--- config.mk ---
export PLATFORM = sky130hd
export DESIGN_NAME = fscr_status_config_regs
export DESIGN_NICKNAME = d
export VERILOG_FILES = /design/src/include/fscr_pkg.sv /design/src/verilog/fscr_status_config_regs.sv
export VERILOG_INCLUDE_DIRS = /design/src /design/src/include
export SDC_FILE = /design/constraint.sdc
export NUM_CORES = 1
export LEC_CHECK = 0
export BUFFER_PORTS_ARGS = -buffer_cell sky130_fd_sc_hd__buf_2
export CAP_MARGIN = 20
export CORE_MARGIN = 3
export CORE_UTILIZATION = 49
export DETAILED_ROUTE_END_ITERATION = 8
export GPL_ROUTABILITY_DRIVEN = 0
export PLACE_DENSITY = 0.72
export RECOVER_POWER = 25
export SLEW_MARGIN = 15
export SYNTH_ARGS = -nofsm -noshare
export SYNTH_HDL_FRONTEND = slang
export SYNTH_SLANG_ARGS = --single-unit
--- constraint.sdc ---
create_clock -name clk -period 5.2 [get_ports clk]
set_clock_uncertainty 0.2 [all_clocks]
set_input_delay 1.04 -clock clk [delete_from_list [all_inputs] [get_ports clk]]
set_output_delay 1.04 -clock clk [all_outputs]
set_load 0.01 [all_outputs]
--- src/include/fscr_consts.svh ---
`ifndef FSCR_CONSTS_SVH
`define FSCR_CONSTS_SVH

// Serial command opcodes
`define FSCR_CMD_RD_STATUS2 8'h07
`define FSCR_CMD_RD_ANY     8'h65
`define FSCR_CMD_WR_REGS    8'h01
`define FSCR_CMD_WR_ANY     8'h71

// Register addresses for the any-register commands
`define FSCR_ADDR_STATUS2   24'h000002
`define FSCR_ADDR_CONFIG1   24'h000003

// Reset values and field positions
`define FSCR_STATUS2_RESET  8'h00
`define FSCR_CONFIG1_RESET  8'h00
`define FSCR_BP_RESET       3'h0
`define FSCR_BP_ALL_SET     3'h7
`define FSCR_BP_LSB         2
`define FSCR_QUAD_BIT       1
`define FSCR_BPV_BIT        3

// Timing
`define FSCR_CLK_MHZ           20
`define FSCR_PERSIST_WRITE_NS  2000000
`define FSCR_VOL_WRITE_NS      50
`define FSCR_VOL_WRITE_CYC \
  ((`FSCR_VOL_WRITE_NS * `FSCR_CLK_MHZ + 999) / 1000)

`endif

--- src/include/fscr_pkg.sv ---
`default_nettype none
package fscr_pkg;

  typedef struct packed {
    logic [4:0] reserved;
    logic       eraseResultFlag;
    logic       eraseSuspendedFlag;
    logic       programSuspendedFlag;
  } fscr_status_two_t;

  typedef struct packed {
    logic [1:0] reservedHi;
    logic       protectFromBottom;
    logic       reservedMid;
    logic       protectBitsVolatileSel;
    logic       paramSectorsTop;
    logic       wideIoDefault;
    logic       lockDefault;
  } fscr_config_one_t;

  typedef struct packed {
    logic eraseSuspended;
    logic programSuspended;
    logic eraseCheckStrobe;
    logic eraseCheckCompleted;
  } fscr_op_status_t;

  typedef struct packed {
    logic       protectFromBottom;
    logic       paramSectorsTop;
    logic [2:0] protectRangeBits;
    logic       wideIoDefault;
    logic       lockDefault;
  } fscr_protect_cfg_t;

  typedef enum logic [2:0] {
    ST_CMD,
    ST_ADDR,
    ST_WDATA,
    ST_RDATA,
    ST_IGNORE
  } fscr_state_t;

endpackage
`default_nettype wire

--- src/verilog/fscr_status_config_regs.sv ---
`timescale 1ns/1ps
`default_nettype none
`include "fscr_consts.svh"

module fscr_status_config_regs #(
  parameter int PERSIST_WRITE_NS = `FSCR_PERSIST_WRITE_NS
) (
  input  wire logic                       clk,
  input  wire logic                       rst,
  input  wire logic                       spiSck,
  input  wire logic                       spiCsN,
  input  wire logic                       spiSi,
  output var  logic                       spiSo,
  output var  logic                       spiSoOeN,
  input  wire fscr_pkg::fscr_op_status_t  opStatus,
  input  wire logic                       uniformSectors,
  input  wire logic                       fourWireModeVol,
  input  wire logic                       fourWireModePersistProg,
  input  wire logic                       commandReset,
  output var  fscr_pkg::fscr_protect_cfg_t protectCfg,
  output var  logic                       writeBusy
);
  import fscr_pkg::*;

  localparam int PERSIST_WRITE_CYC =
    (PERSIST_WRITE_NS * `FSCR_CLK_MHZ + 999) / 1000;
  localparam int VOL_WRITE_CYC = `FSCR_VOL_WRITE_CYC;

  function automatic logic [7:0] regRead(
    input logic [23:0] addr,
    input logic [7:0]  statusTwo,
    input logic [7:0]  configOne
  );
    logic [7:0] val;
    val = 8'h00;
    if (addr == `FSCR_ADDR_STATUS2) begin
      val = statusTwo;
    end else if (addr == `FSCR_ADDR_CONFIG1) begin
      val = configOne;
    end
    return val;
  endfunction

  // Pin synchronisers: sck, cs_n, si kept together so they stay aligned
  logic [2:0]        pinMeta_r;
  logic [2:0]        pinSync_r;
  logic [2:0]        pinPrev_r;

  fscr_state_t       state_r;
  logic [2:0]        bitCnt_r;
  logic [7:0]        shift_r;
  logic [7:0]        cmd_r;
  logic [23:0]       addr_r;
  logic [1:0]        addrCnt_r;
  logic [1:0]        dataCnt_r;
  logic [7:0]        wrFirst_r;
  logic [7:0]        wrSecond_r;
  logic [7:0]        outShift_r;
  logic              spiSo_r;
  logic              spiSoOeN_r;

  fscr_status_two_t  status_r;
  fscr_config_one_t  cfg_r;
  fscr_config_one_t  cfgNxt;
  logic [2:0]        bpPersist_r;
  logic [2:0]        bpVol_r;
  logic [31:0]       busyCnt_r;
  logic [31:0]       busyCntNxt;
  logic              writeBusy_r;
  fscr_protect_cfg_t protectCfg_r;

  always_ff @(posedge clk or posedge rst) begin
    if (rst) begin
      pinMeta_r <= 3'h2;
      pinSync_r <= 3'h2;
      pinPrev_r <= 3'h2;
    end else begin
      pinMeta_r <= {spiSck, spiCsN, spiSi};
      pinSync_r <= pinMeta_r;
      pinPrev_r <= pinSync_r;
    end
  end

  wire       sckRise  = pinSync_r[2] & ~pinPrev_r[2];
  wire       sckFall  = ~pinSync_r[2] & pinPrev_r[2];
  wire       selected = ~pinSync_r[1];
  wire       csRise   = pinSync_r[1] & ~pinPrev_r[1];
  wire [7:0] inByte   = {shift_r[6:0], pinSync_r[0]};
  wire       byteDone = bitCnt_r == 3'h7;
  wire [23:0] addrFull = {addr_r[15:0], inByte};

  // Frame decoder; commands accepted on whole bytes only
  always_ff @(posedge clk or posedge rst) begin
    if (rst) begin
      state_r    <= ST_CMD;
      bitCnt_r   <= 3'h0;
      shift_r    <= 8'h00;
      cmd_r      <= 8'h00;
      addr_r     <= 24'h000000;
      addrCnt_r  <= 2'h0;
      dataCnt_r  <= 2'h0;
      wrFirst_r  <= 8'h00;
      wrSecond_r <= 8'h00;
      outShift_r <= 8'h00;
    end else if (!selected) begin
      state_r   <= ST_CMD;
      bitCnt_r  <= 3'h0;
      addrCnt_r <= 2'h0;
      dataCnt_r <= 2'h0;
    end else if (sckRise) begin
      bitCnt_r <= bitCnt_r + 3'h1;
      shift_r  <= inByte;
      if (byteDone) begin
        case (state_r)
          ST_CMD: begin
            cmd_r <= inByte;
            case (inByte)
              `FSCR_CMD_RD_STATUS2: begin
                outShift_r <= status_r;
                state_r    <= ST_RDATA;
              end
              `FSCR_CMD_RD_ANY,
              `FSCR_CMD_WR_ANY: begin
                state_r <= ST_ADDR;
              end
              `FSCR_CMD_WR_REGS: begin
                state_r <= ST_WDATA;
              end
              default: begin
                state_r <= ST_IGNORE;
              end
            endcase
          end
          ST_ADDR: begin
            addr_r    <= addrFull;
            addrCnt_r <= addrCnt_r + 2'h1;
            if (addrCnt_r == 2'h2) begin
              if (cmd_r == `FSCR_CMD_RD_ANY) begin
                outShift_r <= regRead(addrFull, status_r, cfg_r);
                state_r    <= ST_RDATA;
              end else begin
                state_r <= ST_WDATA;
              end
            end
          end
          ST_WDATA: begin
            dataCnt_r <= dataCnt_r + 2'h1;
            if (dataCnt_r == 2'h0) begin
              wrFirst_r <= inByte;
            end else begin
              wrSecond_r <= inByte;
              state_r    <= ST_IGNORE;
            end
          end
          default: begin
          end
        endcase
      end
    end else if (sckFall && state_r == ST_RDATA) begin
      // Rotate so a longer read repeats the same byte
      outShift_r <= {outShift_r[6:0], outShift_r[7]};
    end
  end

  always_ff @(posedge clk or posedge rst) begin
    if (rst) begin
      spiSo_r    <= 1'b0;
      spiSoOeN_r <= 1'b1;
    end else begin
      if (sckFall && state_r == ST_RDATA) begin
        spiSo_r <= outShift_r[7];
      end
      spiSoOeN_r <= ~(selected && state_r == ST_RDATA);
    end
  end

  // Writes commit on deselect; ignored while an earlier write runs
  wire writeOk  = csRise & ~writeBusy_r & (bitCnt_r == 3'h0);
  wire isWrRegs = cmd_r == `FSCR_CMD_WR_REGS;
  wire isWrAny  = cmd_r == `FSCR_CMD_WR_ANY;
  wire bpWrite  = writeOk & isWrRegs & (dataCnt_r != 2'h0);
  wire wrRegsCfg = writeOk & isWrRegs & (dataCnt_r == 2'h2);
  // Status two is not in the writable map
  wire wrAnyCfg = writeOk & isWrAny & (dataCnt_r != 2'h0)
                  & (addr_r == `FSCR_ADDR_CONFIG1);
  wire cfgWrite = wrRegsCfg | wrAnyCfg;
  wire [7:0] cfgData = isWrRegs ? wrSecond_r : wrFirst_r;
  wire [2:0] bpData  = wrFirst_r[`FSCR_BP_LSB +: 3];
  wire bpvSetNow = cfgWrite & cfgData[`FSCR_BPV_BIT]
                   & ~cfg_r.protectBitsVolatileSel;
  wire persistWrite = cfgWrite
                      | (bpWrite & ~cfg_r.protectBitsVolatileSel);
  wire anyWrite = cfgWrite | bpWrite;
  wire quadClearRefused = fourWireModeVol & ~cfgData[`FSCR_QUAD_BIT];

  always_comb begin
    cfgNxt = cfg_r;
    if (cfgWrite) begin
      // One-time bits only ever go from 0 to 1, no error raised
      cfgNxt.protectFromBottom      = cfg_r.protectFromBottom
                                      | cfgData[5];
      cfgNxt.protectBitsVolatileSel = cfg_r.protectBitsVolatileSel
                                      | cfgData[3];
      cfgNxt.paramSectorsTop        = cfg_r.paramSectorsTop
                                      | cfgData[2];
      if (!quadClearRefused) begin
        cfgNxt.wideIoDefault = cfgData[`FSCR_QUAD_BIT];
      end
    end
    if (fourWireModePersistProg) begin
      cfgNxt.wideIoDefault = 1'b1;
    end
    cfgNxt.reservedHi  = 2'h0;
    cfgNxt.reservedMid = 1'b0;
    cfgNxt.lockDefault = cfg_r.lockDefault;
  end

  always_ff @(posedge clk or posedge rst) begin
    if (rst) begin
      cfg_r <= `FSCR_CONFIG1_RESET;
    end else begin
      cfg_r <= cfgNxt;
    end
  end

  always_ff @(posedge clk or posedge rst) begin
    if (rst) begin
      bpPersist_r <= `FSCR_BP_RESET;
    end else if (bpvSetNow) begin
      bpPersist_r <= `FSCR_BP_ALL_SET;
    end else if (bpWrite && !cfg_r.protectBitsVolatileSel) begin
      bpPersist_r <= bpData;
    end
  end

  // Volatile copy: tracks persistent writes, alone in volatile mode
  always_ff @(posedge clk or posedge rst) begin
    if (rst) begin
      bpVol_r <= `FSCR_BP_RESET;
    end else if (commandReset) begin
      bpVol_r <= cfg_r.protectBitsVolatileSel ? `FSCR_BP_ALL_SET
                                              : bpPersist_r;
    end else if (bpvSetNow) begin
      bpVol_r <= `FSCR_BP_ALL_SET;
    end else if (bpWrite) begin
      bpVol_r <= bpData;
    end
  end

  always_comb begin
    busyCntNxt = busyCnt_r;
    if (anyWrite) begin
      busyCntNxt = persistWrite ? 32'(PERSIST_WRITE_CYC)
                                : 32'(VOL_WRITE_CYC);
    end else if (busyCnt_r != 32'h0) begin
      busyCntNxt = busyCnt_r - 32'h1;
    end
  end

  always_ff @(posedge clk or posedge rst) begin
    if (rst) begin
      busyCnt_r   <= 32'h0;
      writeBusy_r <= 1'b0;
    end else begin
      busyCnt_r   <= busyCntNxt;
      writeBusy_r <= busyCntNxt != 32'h0;
    end
  end

  // Hardware-only status; no write path reaches it
  always_ff @(posedge clk or posedge rst) begin
    if (rst) begin
      status_r <= `FSCR_STATUS2_RESET;
    end else begin
      status_r.reserved             <= 5'h00;
      status_r.eraseSuspendedFlag   <= opStatus.eraseSuspended;
      status_r.programSuspendedFlag <= opStatus.programSuspended;
      if (opStatus.eraseCheckStrobe) begin
        status_r.eraseResultFlag <= opStatus.eraseCheckCompleted;
      end
    end
  end

  wire [2:0] bpActive = cfg_r.protectBitsVolatileSel ? bpVol_r
                                                     : bpPersist_r;

  always_ff @(posedge clk or posedge rst) begin
    if (rst) begin
      protectCfg_r <= '0;
    end else begin
      protectCfg_r.protectFromBottom <= cfg_r.protectFromBottom;
      protectCfg_r.paramSectorsTop   <= cfg_r.paramSectorsTop
                                        & ~uniformSectors;
      protectCfg_r.protectRangeBits  <= bpActive;
      protectCfg_r.wideIoDefault     <= cfg_r.wideIoDefault;
      protectCfg_r.lockDefault       <= cfg_r.lockDefault;
    end
  end

  assign spiSo      = spiSo_r;
  assign spiSoOeN   = spiSoOeN_r;
  assign protectCfg = protectCfg_r;
  assign writeBusy  = writeBusy_r;

endmodule
`default_nettype wire

==> results.cfg <==
[outcome]
outcome = finished with violations
failed_checks = max-capacitance violations, max-slew violations

[yosys]
synth_cells = 564
synth-async-reset-ratio_pct = 100
synth_enable_flop_cells = 0
ys_seq_area_share_pct = 53.3
postSynthAreaPerCell_um2 = 10.7
synth-compound-area-share_pct = 8.07
synth_top_family_by_area = simple AND/OR/NAND/NOR gates
post_synth_fa_ha_maj_area_fraction_pct = 1.66
syn_nets = 585
synthesis.area_um2 = 6010
share_of_synthesized_cell_area_in_and_or_nand_and_nor_gates_pct = 19.1
synthDistinctLibCells = 57
synthXorXnorAreaFrac_pct = 4.81
post_synth_mux_area_share_pct = 10.4
synth_seq_cells = 128
dominantRegCellSynth = sky130_fd_sc_hd__dfrtp_1
ys_warn_count = 0

[drt]
drt-total-wl_um = 12400
dr.first_iter.drc_count = 440
ant_nets = 0
dr_total_vias = 4295
vias_per_cell = 5.79
first_pass_iters = 5
routed_wire_length_per_instance_um = 16.7
drc_errors = 0

[worst_setup_path]
regToRegEndpoint = writeBusy$_DFF_PP0_
regToRegStartpoint = busyCnt_r[22]$_DFF_PP0_
logic_depth_of_the_worst_register_to_register_path = 8
setup.reg_to_reg.worst_slack_ns = 1.49
critPathCaptureType = flop
path_class = flop to flop
timing.critical_path.from_type = flop
worst-endpoint-arrival_ns = 3.79
timing.critical_path.required_ns = 5.27
timing.critical_path.fanout_max = 11

[die]
top_level_pins = 23
fp.dieW_um = 117
core_region_area_um2 = 11700
initial_utilization_pct = 51.3
die_ar_um2 = 13600
num_rows = 39
chipHeight_um = 117

[sta]
final_setup_violating_endpoints = 0
finalCritPeriodShare_pct = 71.4
unrepaired_setup_endpoints_after_global_routing = false
hold_violations = 0
post-route-min-period_ns = 3.71
worst_pin_slew_ns = 2.91
final_slew_violations = 79
setup_total_negative_slack_ns = 0
timing.max_slew.rel_slack_pct = -94.0
maxClockFrequency_mhz = 269
worst_hold_slack_ns = 0.156

[clocking]
cts_htree_levels = 4
clk_pin_slew_ns = 0.06
clk_path_buf_depth = 2
cts.hold.buffers_added = 0
cts_tree = yes
cts_num_sinks = 128
numCtsBuffers = 17
cts.root.buffer_cell = sky130_fd_sc_hd__clkbuf_16
clkLatencyLatePin_ns = 0.41
cts.repair_timing.setup_buffer_count = 0
cts_repair_resize_count = 0

[hold_path]
min_path_cells = 0
hold-path-endpoint = pinSync_r[0]$_DFF_PP0_
hold_path.startpoint = pinMeta_r[0]$_DFF_PP0_
hold_path_class = flop to flop

[power_and_ir_drop]
ir_drop_mv = 0.392
power_density_nw_per_um2 = 345
leakage_nw = 3.27

[cells_and_area]
net_total_in_the_final_layout = 607
flow.area_growth_from_synthesis_pct = 13.9
drive_above_1_share_pct = 20.2
antenna-diode-count = 0
most_common_cell_after_layout_fill_and_taps_aside = sky130_fd_sc_hd__dfrtp_1
most-common-layout-cells = sky130_fd_sc_hd__dfrtp_1 (124), sky130_fd_sc_hd__nor2_1 (63), sky130_fd_sc_hd__mux2_2 (52), sky130_fd_sc_hd__nand2_1 (41), sky130_fd_sc_hd__o21ai_0 (26)

[place]
detailed_place_hpwl_um = 8610
port_buffers = 21

[grt]
first_global_vias = 4344
grt_max_degree = 79
grt-ovfl-total = 0
initial_antenna_violation_count = 0
grt_util_all_layers_pct = 20.2
grt_first_pass_wirelength_um = 21200

[flow_run]
drv_cap = 1
[worst max-delay path, cell delays in order, from the launching register on]
cell,delay (ns)
sky130_fd_sc_hd__dfrtp_1,0.42
sky130_fd_sc_hd__or4_1,0.67
sky130_fd_sc_hd__nor4b_1,0.71
sky130_fd_sc_hd__nand3_1,0.50
sky130_fd_sc_hd__o311a_1,0.25
sky130_fd_sc_hd__nor4_1,0.23
sky130_fd_sc_hd__nand4_1,0.17
sky130_fd_sc_hd__o41ai_2,0.32
sky130_fd_sc_hd__nand4_1,0.11
[stage by stage]
stage / instances / utilization (%) / total power, mW / cell area, µm² / setup slack (ns)
final: 742 / 58.5 / 2.36 / 6850 / 1.49
after CTS: 741 / 58.4 / 2.39 / 6840 / 1.52
after detailed placement: 709 / 53.3 / 1.19 / 6240 / 1.53
after global routing: 742 / 58.5 / 2.46 / 6850 / 1.04
after global placement: 709 / 53.3 / 1.19 / 6240 / 1.66
after floorplan: 564 / - / 1.15 / 6010 / 0.554
[synth_stat cells (3+ instances only)]
cell type / number / share of area [%]
sky130_fd_sc_hd__nor2_1: 63 / 3.9
sky130_fd_sc_hd__nor2b_1: 7 / 0.73
sky130_fd_sc_hd__nor3_1: 18 / 1.5
sky130_fd_sc_hd__and3_1: 7 / 0.73
sky130_fd_sc_hd__a21oi_1: 20 / 1.7
sky130_fd_sc_hd__ha_1: 8 / 1.7
sky130_fd_sc_hd__buf_2: 4 / 0.33
sky130_fd_sc_hd__and2_1: 3 / 0.31
sky130_fd_sc_hd__xor2_1: 14 / 2.0
sky130_fd_sc_hd__mux2_2: 52 / 9.7
sky130_fd_sc_hd__or4_1: 5 / 0.62
sky130_fd_sc_hd__dfstp_2: 4 / 1.7
sky130_fd_sc_hd__a211oi_1: 4 / 0.50
sky130_fd_sc_hd__dfrtp_1: 124 / 52
sky130_fd_sc_hd__inv_1: 15 / 0.94
sky130_fd_sc_hd__o21ai_0: 26 / 2.2
sky130_fd_sc_hd__o2bb2ai_1: 3 / 0.44
sky130_fd_sc_hd__o21bai_1: 3 / 0.37
sky130_fd_sc_hd__nand3_1: 16 / 1.3
sky130_fd_sc_hd__nand2b_1: 9 / 0.94
sky130_fd_sc_hd__nand4b_1: 3 / 0.44
sky130_fd_sc_hd__nand2_1: 41 / 2.6
sky130_fd_sc_hd__clkbuf_1: 17 / 1.1
sky130_fd_sc_hd__nand4_1: 5 / 0.52
sky130_fd_sc_hd__mux2i_1: 4 / 0.67
sky130_fd_sc_hd__nor4_1: 25 / 2.6
sky130_fd_sc_hd__or2_2: 3 / 0.31
sky130_fd_sc_hd__or3_1: 8 / 0.83
sky130_fd_sc_hd__xnor2_1: 19 / 2.8
[where the power goes]
| group | internal (mW) | switching, mW | total [mW] |
|---|---|---|---|
| clock | 0.753 | 0.432 | 1.19 |
| sequential | 1.03 | 0.0598 | 1.09 |
| combinational | 0.0398 | 0.0478 | 0.0877 |
| total | 1.82 | 0.539 | 2.36 |
[registers in the layout (all words and copies together), names as in the netlist, 2 cells and up]
signal	cells
status_r	3
pinSync_r	3
cmd_r	8
dataCnt_r	2
busyCnt_r	32
bpPersist_r	3
wrSecond_r	4
wrFirst_r	5
pinPrev_r	2
protectCfg	6
bpVol_r	3
addrCnt_r	2
bitCnt_r	3
cfg_r	4
state_r	3
pinMeta_r	3
addr_r	24
outShift_r	8
shift_r	7
[kinds of logic after synthesis]
kind of cell	Yosys count
AO/OA/AOI/OAI	76
XOR/XNOR	33
flip-flops	128
AND/OR/NAND/NOR	224
multiplexers	56
other	1
adder cells (fa/ha/maj)	8
buffers and inverters	38
[routing by layer]
layer	wire length (µm)	track usage, %	part of all wire, %	up-vias
met5	0	0	0	-
met3	548	6.53	4.4	30
met4	309	7.95	2.5	0
met2	6100	31.9	49	110
met1	5460	25.9	44	2102
li1	-	-	-	2053
[area by class of cell]
class | instances | area (µm²)
Sequential cell | 128 | 3210
Tap cell | 143 | 179
Timing Repair Buffer | 26 | 150
Multi-Input combinational cell | 398 | 2660
Fill cell | 967 | 4860
Clock inverter | 13 | 161
Inverter | 15 | 56.3
Clock buffer | 19 | 433
[worst max path at each step]
stage / start / end / slack, ns
after floorplan: rst / addrCnt_r[0]$_DFFE_PP0P_ / 0.55
after global placement: busyCnt_r[22]$_DFF_PP0_ / writeBusy$_DFF_PP0_ / 1.66
after CTS: busyCnt_r[22]$_DFF_PP0_ / writeBusy$_DFF_PP0_ / 1.52
after detailed placement: busyCnt_r[22]$_DFF_PP0_ / writeBusy$_DFF_PP0_ / 1.53
final: busyCnt_r[22]$_DFF_PP0_ / writeBusy$_DFF_PP0_ / 1.49
after global routing: rst / busyCnt_r[16]$_DFF_PP0_ / 1.04
No activity file was read; power rests on OpenSTA's default activity.
